===== src/logic/tsr_pkg.sv =====
package tsr_pkg;

  // ****************************************************************
  // Register map (byte addresses on the bus)
  // ****************************************************************
  localparam logic [3:0] OFS_OWN_ADDR = 4'h0;
  localparam logic [3:0] OFS_CONTROL  = 4'h4;
  localparam logic [3:0] OFS_STATUS   = 4'h8;
  localparam logic [3:0] OFS_DATA     = 4'hC;

  // Control register bit positions
  localparam int CTL_FLAG_BIT  = 7;
  localparam int CTL_ACK_BIT   = 6;
  localparam int CTL_START_BIT = 5;
  localparam int CTL_STOP_BIT  = 4;
  localparam int CTL_EN_BIT    = 2;

  // Own address register layout and reset values
  localparam int          OWN_GC_BIT     = 0;
  localparam logic [7:0]  OWN_ADDR_RST   = 8'h00;
  localparam logic [6:0]  GEN_CALL_ADDR  = 7'h00;
  localparam logic [1:0]  PRESC_RST      = 2'h0;
  localparam logic [7:0]  DATA_RST       = 8'hFF;

  // Status codes, prescaler field taken as zero
  localparam logic [7:0] ST_IDLE       = 8'hF8;
  localparam logic [7:0] ST_START_SENT = 8'h08;
  localparam logic [7:0] ST_OWN_W      = 8'h60;
  localparam logic [7:0] ST_ARB_OWN_W  = 8'h68;
  localparam logic [7:0] ST_GC_W       = 8'h70;
  localparam logic [7:0] ST_ARB_GC_W   = 8'h78;
  localparam logic [7:0] ST_OWN_ACK    = 8'h80;
  localparam logic [7:0] ST_OWN_NACK   = 8'h88;
  localparam logic [7:0] ST_GC_ACK     = 8'h90;
  localparam logic [7:0] ST_GC_NACK    = 8'h98;
  localparam logic [7:0] ST_STOP_RX    = 8'hA0;
  localparam logic [7:0] STATUS_MASK   = 8'hF8;

  // Timing: start hold and stop setup of a generated condition
  localparam int CLK_PERIOD_NS = 100;
  localparam int T_HOLD_NS     = 4000;
  localparam int T_HOLD_CYC    = (T_HOLD_NS + CLK_PERIOD_NS - 1) / CLK_PERIOD_NS;
  localparam int BITS_PER_BYTE = 8;

  // Control fields held by software
  typedef struct packed {
    logic ack_en;
    logic start_req;
    logic enable;
  } tsr_ctrl_t;

  // Own address fields
  typedef struct packed {
    logic [6:0] addr;
    logic       gc_en;
  } tsr_own_t;

  typedef enum {
    S_IDLE, S_ADDR, S_ACK_A, S_DATA, S_ACK_D, S_WAIT, S_NOTME, S_MSTART, S_MHOLD, S_MSTOP
  } tsr_state_t;

endpackage


===== src/logic/tsr_slave_rx.sv =====
`timescale 1ns/10ps
module tsr_slave_rx
  import tsr_pkg::*;
(
  input  wire logic        clk,
  input  wire logic        rstn,
  input  wire logic [3:0]  avs_address,
  input  wire logic        avs_read,
  input  wire logic        avs_write,
  input  wire logic [31:0] avs_writedata,
  input  wire logic [3:0]  avs_byteenable,
  output logic [31:0]      avs_readdata,
  output logic             avs_waitrequest,
  input  wire logic        scl_i,
  output logic             scl_o,
  output logic             scl_oe,
  input  wire logic        sda_i,
  output logic             sda_o,
  output logic             sda_oe,
  input  wire logic        deep_sleep,
  output logic             wake_req
);

  // ****************************************************************
  // Bus line synchronisers and condition detection
  // ****************************************************************
  logic       scl_s1_ff;
  logic       scl_s2_ff;
  logic       scl_s3_ff;
  logic       sda_s1_ff;
  logic       sda_s2_ff;
  logic       sda_s3_ff;
  logic       scl_rise;
  logic       scl_fall;
  logic       start_seen;
  logic       stop_seen;

  // Two flops per line; third flop only gives the edge history
  always_ff @(posedge clk or negedge rstn) begin
    if (!rstn) begin
      scl_s1_ff <= 1'b1;
      scl_s2_ff <= 1'b1;
      scl_s3_ff <= 1'b1;
      sda_s1_ff <= 1'b1;
      sda_s2_ff <= 1'b1;
      sda_s3_ff <= 1'b1;
    end else begin
      scl_s1_ff <= scl_i;
      scl_s2_ff <= scl_s1_ff;
      scl_s3_ff <= scl_s2_ff;
      sda_s1_ff <= sda_i;
      sda_s2_ff <= sda_s1_ff;
      sda_s3_ff <= sda_s2_ff;
    end
  end

  // Data edges while clock high are start and stop conditions
  assign scl_rise   = scl_s2_ff & ~scl_s3_ff;
  assign scl_fall   = ~scl_s2_ff & scl_s3_ff;
  assign start_seen = scl_s2_ff & scl_s3_ff & sda_s3_ff & ~sda_s2_ff;
  assign stop_seen  = scl_s2_ff & scl_s3_ff & ~sda_s3_ff & sda_s2_ff;

  // ****************************************************************
  // Register bus slave
  // ****************************************************************
  tsr_ctrl_t  ctrl_ff;
  tsr_own_t   own_ff;
  logic       flag_ff;
  logic [7:0] status_ff;
  logic [1:0] presc_ff;
  logic [7:0] data_ff;
  logic       bus_ack_ff;
  logic       wr_now;
  logic       wr_ok;
  logic       flag_clr;
  logic       flag_set;
  logic [7:0] nxt_status;
  logic [7:0] nxt_rdata;

  // One wait cycle per access; read data registers on the first edge, writes land on the second
  assign avs_waitrequest = (avs_read | avs_write) & ~bus_ack_ff;
  assign wr_now          = avs_write & bus_ack_ff & avs_byteenable[0];
  assign wr_ok           = wr_now & (avs_address[1:0] == 2'h0);
  assign flag_clr        = wr_ok & (avs_address == OFS_CONTROL)
                           & avs_writedata[CTL_FLAG_BIT];

  always_ff @(posedge clk or negedge rstn) begin
    if (!rstn) begin
      bus_ack_ff <= 1'b0;
    end else begin
      bus_ack_ff <= (avs_read | avs_write) & ~bus_ack_ff;
    end
  end

  // Read mux; misaligned or unmapped addresses read zero
  always_comb begin
    nxt_rdata = 8'h00;
    case (avs_address)
      OFS_OWN_ADDR: nxt_rdata = own_ff;
      OFS_CONTROL:  nxt_rdata = {flag_ff, ctrl_ff.ack_en, ctrl_ff.start_req,
                                 1'b0, 1'b0, ctrl_ff.enable, 2'b00};
      OFS_STATUS:   nxt_rdata = {status_ff[7:3], 1'b0, presc_ff};
      OFS_DATA:     nxt_rdata = data_ff;
      default:      nxt_rdata = 8'h00;
    endcase
  end

  always_ff @(posedge clk or negedge rstn) begin
    if (!rstn) begin
      avs_readdata <= 32'h0000_0000;
    end else if (avs_read & ~bus_ack_ff) begin
      avs_readdata <= {24'h00_0000, nxt_rdata};
    end
  end

  // Own address and prescaler, plain storage
  always_ff @(posedge clk or negedge rstn) begin
    if (!rstn) begin
      own_ff   <= OWN_ADDR_RST;
      presc_ff <= PRESC_RST;
    end else if (wr_ok & (avs_address == OFS_OWN_ADDR)) begin
      own_ff   <= avs_writedata[7:0];
    end else if (wr_ok & (avs_address == OFS_STATUS)) begin
      presc_ff <= avs_writedata[1:0];
    end
  end

  // ****************************************************************
  // Receive state machine
  // ****************************************************************
  tsr_state_t state_ff;
  logic [3:0] bit_cnt_ff;
  logic [7:0] shift_ff;
  logic       gc_mode_ff;
  logic       leaving_ff;
  logic       acked_ff;
  logic       slept_ff;
  logic       busy_ff;
  logic [7:0] hold_cnt_ff;
  logic       own_hit;
  logic       gc_hit;
  logic       addr_done;
  logic       data_done;
  logic       addressed;
  logic       start_clr;

  // Address decode; acknowledge enable gates all recognition
  assign own_hit   = ctrl_ff.enable & ctrl_ff.ack_en
                     & (shift_ff[7:1] == own_ff.addr);
  assign gc_hit    = ctrl_ff.enable & ctrl_ff.ack_en & own_ff.gc_en
                     & (shift_ff[7:1] == GEN_CALL_ADDR);
  assign addr_done = (state_ff == S_ADDR) & scl_fall & (bit_cnt_ff == 4'(BITS_PER_BYTE));
  assign data_done = (state_ff == S_DATA) & scl_fall & (bit_cnt_ff == 4'(BITS_PER_BYTE));
  assign addressed = (state_ff == S_DATA) | (state_ff == S_ACK_D)
                     | (state_ff == S_ACK_A);

  // Flag set events; a set in the clearing cycle wins
  assign flag_set  = ((state_ff == S_ACK_A) | (state_ff == S_ACK_D)) & scl_fall
                     | (addressed & (start_seen | stop_seen))
                     | ((state_ff == S_MSTART) & (hold_cnt_ff == 8'h00));

  // Start request is dropped once a start has gone out
  assign start_clr = (state_ff == S_MSTART) & (hold_cnt_ff == 8'h00);

  always_ff @(posedge clk or negedge rstn) begin
    if (!rstn) begin
      ctrl_ff <= '0;
    end else if (wr_ok & (avs_address == OFS_CONTROL)) begin
      ctrl_ff.ack_en    <= avs_writedata[CTL_ACK_BIT];
      ctrl_ff.start_req <= avs_writedata[CTL_START_BIT];
      ctrl_ff.enable    <= avs_writedata[CTL_EN_BIT];
    end else if (start_clr) begin
      ctrl_ff.start_req <= 1'b0;
    end
  end

  // Event flag, cleared by writing one
  always_ff @(posedge clk or negedge rstn) begin
    if (!rstn) begin
      flag_ff <= 1'b0;
    end else begin
      flag_ff <= flag_set | (flag_ff & ~flag_clr);
    end
  end

  // Status code for the event being posted
  always_comb begin
    nxt_status = status_ff;
    if (addressed & (start_seen | stop_seen)) begin
      nxt_status = ST_STOP_RX;
    end else if ((state_ff == S_ACK_A) & scl_fall) begin
      case ({gc_mode_ff, ctrl_ff.start_req})
        2'b00:   nxt_status = ST_OWN_W;
        2'b01:   nxt_status = ST_ARB_OWN_W;
        2'b10:   nxt_status = ST_GC_W;
        default: nxt_status = ST_ARB_GC_W;
      endcase
    end else if ((state_ff == S_ACK_D) & scl_fall) begin
      case ({gc_mode_ff, acked_ff})
        2'b01:   nxt_status = ST_OWN_ACK;
        2'b00:   nxt_status = ST_OWN_NACK;
        2'b11:   nxt_status = ST_GC_ACK;
        default: nxt_status = ST_GC_NACK;
      endcase
    end else if (start_clr) begin
      nxt_status = ST_START_SENT;
    end else if (flag_clr & ~flag_set) begin
      nxt_status = ST_IDLE;
    end
  end

  always_ff @(posedge clk or negedge rstn) begin
    if (!rstn) begin
      status_ff <= ST_IDLE;
    end else begin
      status_ff <= nxt_status & STATUS_MASK;
    end
  end

  // Bus busy between start and stop, for start generation
  always_ff @(posedge clk or negedge rstn) begin
    if (!rstn) begin
      busy_ff <= 1'b0;
    end else if (start_seen) begin
      busy_ff <= 1'b1;
    end else if (stop_seen) begin
      busy_ff <= 1'b0;
    end
  end

  // Bit shifter; address bytes never reach the data register,
  // so after a sleep wake it still holds an older byte
  always_ff @(posedge clk or negedge rstn) begin
    if (!rstn) begin
      shift_ff   <= 8'h00;
      bit_cnt_ff <= 4'h0;
      data_ff    <= DATA_RST;
    end else begin
      if (start_seen | (state_ff == S_WAIT) | (state_ff == S_ACK_A)
          | (state_ff == S_ACK_D)) begin
        bit_cnt_ff <= 4'h0;
      end else if (scl_rise & (bit_cnt_ff < 4'(BITS_PER_BYTE))) begin
        shift_ff   <= {shift_ff[6:0], sda_s2_ff};
        bit_cnt_ff <= bit_cnt_ff + 4'h1;
      end
      if (data_done) begin
        data_ff <= shift_ff;
      end
    end
  end

  // Main sequencing; hold count shared by start and stop generation
  always_ff @(posedge clk or negedge rstn) begin
    if (!rstn) begin
      state_ff    <= S_IDLE;
      gc_mode_ff  <= 1'b0;
      leaving_ff  <= 1'b0;
      acked_ff    <= 1'b0;
      hold_cnt_ff <= 8'h00;
    end else if (!ctrl_ff.enable) begin
      state_ff    <= S_IDLE;
      leaving_ff  <= 1'b0;
    end else if ((start_seen | stop_seen) & (state_ff != S_MSTART)
                 & (state_ff != S_MSTOP) & (state_ff != S_MHOLD)) begin
      state_ff    <= start_seen ? S_ADDR : S_IDLE;
    end else begin
      case (state_ff)
        S_IDLE: begin
          if (ctrl_ff.start_req & ~busy_ff & ~flag_ff) begin
            state_ff    <= S_MSTART;
            hold_cnt_ff <= 8'(T_HOLD_CYC);
          end
        end
        S_ADDR: begin
          if (addr_done) begin
            if ((own_hit | gc_hit) & ~shift_ff[0]) begin
              state_ff   <= S_ACK_A;
              gc_mode_ff <= ~own_hit;
            end else begin
              state_ff   <= S_NOTME;
            end
          end
        end
        S_ACK_A: begin
          if (scl_fall) begin
            state_ff   <= S_WAIT;
            leaving_ff <= 1'b0;
          end
        end
        S_DATA: begin
          if (data_done) begin
            state_ff <= S_ACK_D;
            acked_ff <= ctrl_ff.ack_en;
          end
        end
        S_ACK_D: begin
          if (scl_fall) begin
            state_ff   <= S_WAIT;
            leaving_ff <= ~acked_ff;
          end
        end
        S_WAIT: begin
          if (!flag_ff) begin
            state_ff <= leaving_ff ? S_NOTME : S_DATA;
          end
        end
        S_MSTART: begin
          if (hold_cnt_ff != 8'h00) begin
            hold_cnt_ff <= hold_cnt_ff - 8'h01;
          end else begin
            state_ff <= S_MHOLD;
          end
        end
        S_MHOLD: begin
          if (!flag_ff) begin
            state_ff    <= S_MSTOP;
            hold_cnt_ff <= 8'(T_HOLD_CYC);
          end
        end
        S_MSTOP: begin
          if (hold_cnt_ff != 8'h00) begin
            hold_cnt_ff <= hold_cnt_ff - 8'h01;
          end else begin
            state_ff <= S_IDLE;
          end
        end
        S_NOTME: state_ff <= S_NOTME;
        default: state_ff <= S_IDLE;
      endcase
    end
  end

  // ****************************************************************
  // Pin drive and wake-up
  // ****************************************************************
  logic       nxt_sda_oe;
  logic       nxt_scl_oe;

  // Acknowledge slot drives data low; NACK simply leaves it released
  always_comb begin
    nxt_sda_oe = 1'b0;
    nxt_scl_oe = 1'b0;
    case (state_ff)
      S_ACK_A: nxt_sda_oe = 1'b1;
      S_ACK_D: nxt_sda_oe = acked_ff;
      S_WAIT:  nxt_scl_oe = flag_ff;
      S_MSTART: nxt_sda_oe = 1'b1;
      S_MHOLD: begin
        nxt_sda_oe = 1'b1;
        nxt_scl_oe = 1'b1;
      end
      S_MSTOP: nxt_sda_oe = 1'b1;
      default: begin
        nxt_sda_oe = 1'b0;
        nxt_scl_oe = 1'b0;
      end
    endcase
  end

  // Registered enables avoid glitches on the open-drain lines
  always_ff @(posedge clk or negedge rstn) begin
    if (!rstn) begin
      sda_oe <= 1'b0;
      scl_oe <= 1'b0;
    end else begin
      sda_oe <= nxt_sda_oe;
      scl_oe <= nxt_scl_oe;
    end
  end

  assign sda_o = 1'b0;
  assign scl_o = 1'b0;

  // Address taken while asleep: ask for wake-up until flag is cleared.
  // A long wake-up keeps the clock line low and blocks the whole bus.
  always_ff @(posedge clk or negedge rstn) begin
    if (!rstn) begin
      slept_ff <= 1'b0;
    end else if ((state_ff == S_ACK_A) & scl_fall & deep_sleep) begin
      slept_ff <= 1'b1;
    end else if (!flag_ff) begin
      slept_ff <= 1'b0;
    end
  end

  assign wake_req = slept_ff & flag_ff;
endmodule


===== config.mk =====
export PLATFORM = sky130hd
export DESIGN_NAME = tsr_slave_rx
export DESIGN_NICKNAME = d
export VERILOG_FILES = /design/src/logic/tsr_pkg.sv /design/src/logic/tsr_slave_rx.sv
export SDC_FILE = /design/constraint.sdc
export NUM_CORES = 1
export LEC_CHECK = 0
export BUFFER_PORTS_ARGS = -buffer_cell sky130_fd_sc_hd__clkbuf_2
export CORE_UTILIZATION = 50
export CTS_CLUSTER_SIZE = 28
export DETAILED_ROUTE_END_ITERATION = 16
export GPL_ROUTABILITY_DRIVEN = 0
export PLACE_DENSITY = 0.76
export SKIP_CTS_REPAIR_TIMING = 1
export SLEW_MARGIN = 20
export SYNTH_ARGS = -nofsm -noshare
export SYNTH_HDL_FRONTEND = slang
export SYNTH_SLANG_ARGS = --single-unit

===== constraint.sdc =====
create_clock -name clk -period 2.9 [get_ports clk]
set_clock_uncertainty 0.2 [all_clocks]
set_input_delay 0.435 -clock clk [delete_from_list [all_inputs] [get_ports clk]]
set_output_delay 0.435 -clock clk [all_outputs]
set_load 0.05 [all_outputs]

Yosys cells after proc, flatten, opt, wreduce, memory -nomap -nowiden
Index checks and enable logic that the tools add are counted.
{ "word_totals": {"memories": 0, "ramBits": 0, "romBits": 0, "inputBits": 47, "latchBits": 0, "register_bits": 101, "elab_cells": 205, "out_inout_bits": 38} }
{ "classes": {"n_reduce_logical": 23, "n_eq_ne": 43, "muxes": 41, "mul": 0, "n_addsub": 2, "bitwise": 67, "magnitude_cmp": 1, "n_div": 0, "n_shift": 0} }
{ "op_table": {"columns": ["op", "count"], "rows": [
  ["32-bit two-way mux", 10],
  ["32-bit one-hot mux with 9 select lines", 1],
  ["32-bit by 3-bit == test with 1-bit output (second input constant)", 6],
  ["32-bit by 4-bit == test with 1-bit output (second input constant)", 5],
  ["32-bit by 2-bit == test with 1-bit output (second input constant)", 3],
  ["8-bit two-way mux", 8],
  ["32-bit by 5-bit inequality test with 1-bit output (second input constant)", 2],
  ["1-bit AND", 40],
  ["32-bit by 1-bit == test with 1-bit output (second input constant)", 1],
  ["32-bit zero test", 1],
  ["32-bit by 4-bit inequality test with 1-bit output (second input constant)", 1],
  ["8-bit one-hot mux with 4 select lines", 1],
  ["5-bit one-hot mux with 3 select lines", 2],
  ["4-bit inequality test (second input constant)", 7],
  ["8-bit one-hot mux with 3 select lines", 1],
  ["1-bit inverter", 15],
  ["4-bit == test (second input constant)", 3],
  ["1-bit OR", 12],
  ["1-bit two-way mux", 11],
  ["8-bit zero test", 1],
  ["4-bit two-way mux", 2],
  ["4-bit AND reduction", 2],
  ["8-bit AND reduction", 1],
  ["8-bit nonzero test", 1],
  ["other kinds (25)", 40]
]} }

Logic depth before layout (Yosys ltp)
{ "logic_depth": {"ltp_word": 14, "ltp_mapped": 8, "mapped_depth_nobuf": 7} }

Worst setup path after synthesis
OpenSTA, ideal clock, no wires.
{ "synth_timing": {"path_type": "flip-flop to flip-flop", "startpoint": "register scl_s2_ff", "endpoint": "register shift_ff[0]", "path_stages_with_launch": 5, "arrival_ns": 1.721, "synth_period_minus_slack_ns": 2.046, "path_slack_ns": 0.854, "path_buffers": 1, "cell_sequence": "dfstp_2 -> nor3b_1 -> nor2b_1 -> buf_2 -> mux2_2"} }
{ "synth_between": {"elab_chain_len": 8} }
{ "synth_rtl": {"columns": ["item", "line", "source"], "rows": [
  ["from (decl)", "tsr_slave_rx.sv:28", "logic scl_s2_ff;"],
  ["from (signal assigned)", "tsr_slave_rx.sv:49", "scl_s2_ff <= scl_s1_ff;"],
  ["1-bit AND (3 in series)", "tsr_slave_rx.sv:60", "assign start_seen = scl_s2_ff & scl_s3_ff & sda_s3_ff & ~sda_s2_ff;"],
  ["1-bit OR (2 in series)", "tsr_slave_rx.sv:239", "if (start_seen | (state_ff == S_WAIT) | (state_ff == S_ACK_A)"],
  ["1-bit OR", "tsr_slave_rx.sv:240", "| (state_ff == S_ACK_D)) begin"],
  ["1-bit inverter (no line)", null, null],
  ["2-bit AND reduction (no line) (*)", null, null],
  ["to (signal assigned)", "tsr_slave_rx.sv:243", "shift_ff <= {shift_ff[6:0], sda_s2_ff};"],
  ["to (decl)", "tsr_slave_rx.sv:133", "logic [7:0] shift_ff;"]
]} }
Every way passes the cells marked *; elsewhere a longest branch is shown, timed or not.
A chain may end at the register's enable or synchronous reset.

Worst setup path after layout
{ "layout_timing": {"startpoint": "register state_ff[0]", "endpoint": "register acked_ff"} }
{ "layout_between": {"elab_chain_len": 6} }
{ "layout_rtl": {"columns": ["item", "line", "source"], "rows": [
  ["from (decl)", "tsr_slave_rx.sv:131", "tsr_state_t state_ff;"],
  ["from (signal assigned)", "tsr_slave_rx.sv:265", "state_ff <= start_seen ? S_ADDR : S_IDLE;"],
  ["from (signal assigned)", "tsr_slave_rx.sv:304", "state_ff <= leaving_ff ? S_NOTME : S_DATA;"],
  ["32-bit by 4-bit inequality test with 1-bit output", "tsr_slave_rx.sv:263", "end else if ((start_seen | stop_seen) & (state_ff != S_MSTART)"],
  ["1-bit AND", "tsr_slave_rx.sv:263", null],
  ["1-bit AND (2 in series)", "tsr_slave_rx.sv:264", "& (state_ff != S_MSTOP) & (state_ff != S_MHOLD)) begin"],
  ["1-bit inverter (no line)", null, null],
  ["4-bit AND reduction (no line) (*)", null, null],
  ["to (signal assigned)", "tsr_slave_rx.sv:293", "acked_ff <= ctrl_ff.ack_en;"],
  ["to (decl)", "tsr_slave_rx.sv:136", "logic acked_ff;"]
]} }
Marks and branches as above.

==> impl_metrics.tcl <==
set metrics [dict create \
    status "completed" \
    static-leakage-power_nw 1.93 \
    share_of_post_route_cells_with_drive_strength_above_1 0.277 \
    synth_enable_flop_cells 0 \
    power_density_nw_per_um2 687 \
    ys_async_sr_fraction 1.00 \
    clk_latency_ps 360 \
    p_sw_frac 0.336 \
    core_area_sq_um 7730 \
    dr.pass1.iters 4 \
    final.min_clock_period_ps 2390 \
    synth_cell_type_count 66 \
    ys.warnings.count 0 \
    vias_in_the_first_global_route 2846 \
    critical_path.top_delay_family "flip-flops" \
    seq_area_frac_synth 0.466 \
    vias 3010 \
    fmax_mhz 418 \
    post-route-drc-count 0 \
    drt_wl_total_um 8370 \
    timing_max_transition_violations_final 0 \
    crit_buf_inv 0 \
    max_slew_margin 0.536 \
    global_router_s_overall_resource_usage 0.225 \
    worst-path-max-fanout 24 \
    layout.cell_area.non_filler_sq_um 4360 \
    grt_pass1_wl_um 14300 \
    floorplan.die.height_um 91.2 \
    total_power_mw 2.99 \
    post-dp-hpwl_um 6020 \
    layout_worst_path_cycle_share 0.826 \
    worst_setup_hold_path_clk_slew_ps 70 \
    post_layout_nonfiller_instances 514 \
    cts_root_buffer "sky130_fd_sc_hd__clkbuf_8" \
    io_buffer_count 31 \
    total_instance_count_after_detailed_placement 495 \
    power.combinational.fraction 0.226 \
    cts.path.max_buffers 2 \
    die_w_um 91.2 \
    post_drt_via_cell_ratio 5.86 \
    syn_avg_cell_area_sq_um 10.6 \
    fin_tns_setup_ps 0 \
    worst_setup_path_start_kind "flip-flop" \
    timing.critical_path.cells "and4b_1 > o41a_2 > nand2_1 > mux2_2" \
    placement.setup.worst_slack_ps 523 \
    number_of_antenna_violations_at_the_first_check_in_global_routing 0 \
    cp_slowest_cell "sky130_fd_sc_hd__dfrtp_1" \
    synth_cells 374 \
    first_iteration_detailed_routing_drc_count 288 \
    min-delay-path-class "input pin to flip-flop" \
    num_rows 32 \
    cp_slowest_stage_delay_ps 640 \
    hold_slack_ps 74.8 \
    timing_worst_setup_path_type "flip-flop to flip-flop" \
    worstMarginPinSlew_ps 679 \
    final_nets 458 \
    drt-wirelength-per-cell_um 16.3 \
    power.sequential.fraction 0.480 \
    endpoint_kind "flip-flop" \
    critical_path_required_ps 2950 \
    fin_ws_ps 505 \
    yosys_register_bits 73 \
    worstPathArrival_ps 2440 \
    tritoncts "yes" \
    final_setup_violation_count 0 \
    ctsHtreeMaxLevel 3 \
    maxCapViolCount 0 \
    die_area_sq_um 8310 \
    synth-main-ff-cell "sky130_fd_sc_hd__dfrtp_1" \
    flow.area_growth_from_synthesis_pct 9.60 \
    p_clk_frac 0.293 \
    rsz0062_at_grt "no" \
    top_level_ports 85 \
    vdd.ir_drop.worst_v 0.000253 \
    diodes 0 \
    p_switching_mw 1.01 \
    start_util 0.514 \
    grt_overflow_total 0 \
    grt_start_max_net_pins 28 \
    dpl_cell_area_sq_um 4110 \
    hold_viol_final 0 \
    number_of_buffers_created_by_cts 9 \
    tritoncts_num_sinks 73 \
    finalCoreUtilization 0.564 \
    cellInternalPower_mw 1.99 \
    synth.cell_area_sq_um 3980 \
    drt.antenna.violating_nets 0 \
]
synthesized netlist by cell type, drive strengths merged (3+ instances only):
cell / count / area (sq um)
dfrtp: 54 / 1350
a41oi: 3 / 26.3
dfstp: 19 / 499
xor2: 3 / 26.3
o31ai: 4 / 30.0
a21oi: 8 / 40.0
nor3b: 3 / 22.5
nor2: 26 / 97.6
or3: 3 / 18.8
a22oi: 5 / 37.5
nand3: 8 / 40.0
and3: 5 / 31.3
mux2: 33 / 375
a211o: 3 / 26.3
clkbuf: 5 / 18.8
nand4: 6 / 43.8
nand2b: 7 / 43.8
buf: 38 / 269
mux4: 3 / 67.6
inv: 6 / 22.5
nor3: 10 / 50.1
a22o: 4 / 35.0
xnor2: 7 / 61.3
nand4b: 4 / 35.0
nor4: 8 / 56.3
ha: 4 / 50.1
a31oi: 8 / 50.1
nand2: 25 / 93.8
nor2b: 8 / 50.1
o21ai: 18 / 93.8
layer usage:
metal | GRT usage | wire length (um)
met2 | 0.342 | 3920
met4 | 0.0952 | 160
met5 | 0 | 0
met3 | 0.0528 | 502
met1 | 0.308 | 3780
cells by family (layout without fill, tap and decap cells):
group                      Yosys count  count (layout)  synth area share
AOI/OAI and AO/OA                   76              76             0.137
DFF                                 73              73             0.466
and+or+nand+nor                    123             123             0.167
buffers and inverters               49              62            0.0781
muxes                               37              37             0.114
other                                1              26          0.000943
xor gates and xnor gates            10              10            0.0220
adders and majority gates            5               5            0.0151
power groups by stage:
| stage | clock [mW] | combinational [mW] | sequential (mW) |
|---|---|---|---|
| after floorplan | 0 | 0.569 | 1.37 |
| after detailed placement | 0 | 0.674 | 1.45 |
| after global placement | 0 | 0.647 | 1.44 |
| final | 0.877 | 0.678 | 1.44 |
| after global routing | 0.940 | 0.749 | 1.47 |
| after CTS | 0.891 | 0.678 | 1.43 |
cells in the final DEF, fill, tap and decap left out, drive strengths merged, types with 4 or more instances in the layout:
| master | Yosys | final |
|---|---|---|
| dfrtp | 54 | 54 |
| clkbuf | 5 | 40 |
| mux2 | 33 | 33 |
| nor2 | 26 | 26 |
| conb | 1 | 26 |
| nand2 | 25 | 25 |
| dfstp | 19 | 19 |
| o21ai | 18 | 18 |
| nor3 | 10 | 10 |
| nor2b | 8 | 8 |
| a21oi | 8 | 8 |
| nand3 | 8 | 8 |
| a31oi | 8 | 8 |
| nor4 | 8 | 8 |
| nand2b | 7 | 7 |
| xnor2 | 7 | 7 |
| inv | 6 | 7 |
| buf | 38 | 7 |
| nand4 | 6 | 6 |
| a22oi | 5 | 5 |
| and3 | 5 | 5 |
| nand4b | 4 | 4 |
| a22o | 4 | 4 |
| o31ai | 4 | 4 |
| ha | 4 | 4 |
worst register-to-register path, stage by stage, from the launching register on:
cell and delay (ps):
sky130_fd_sc_hd__dfrtp_1 640, sky130_fd_sc_hd__and4b_1 420, sky130_fd_sc_hd__o41a_2 590, sky130_fd_sc_hd__nand2_1 110
sky130_fd_sc_hd__mux2_2 330
path summary, 6_finish.rpt:
kind	slack (ps)	endpoint	start	cells past startpoint
min reg2reg	160	scl_s2_ff	scl_s1_ff	0
max in group asynchronous	1280	data_ff[1]	rstn	3
max	510	acked_ff	state_ff[0]	4
min in group asynchronous	410	bit_cnt_ff[1]	rstn	2
max reg2reg	510	acked_ff	state_ff[0]	4
min	70	slept_ff	deep_sleep	2
flip-flops by register name (all words and copies together) (netlist names), 2 cells and up:
signal / flops
own_ff: 8
status_ff: 5
shift_ff: 8
state_ff: 4
presc_ff: 2
data_ff: 8
ctrl_ff: 3
avs_readdata: 8
bit_cnt_ff: 4
hold_cnt_ff: 8
layout make-up:
type | instances | area [sq um]
Fill cell | 653 | 3370
Clock inverter | 6 | 90.1
Inverter | 6 | 22.5
Sequential cell | 73 | 1850
Clock buffer | 10 | 128
Multi-Input combinational cell | 277 | 1910
Tap cell | 102 | 128
Timing Repair Buffer | 40 | 230
Power figures use the tool's default switching activity.
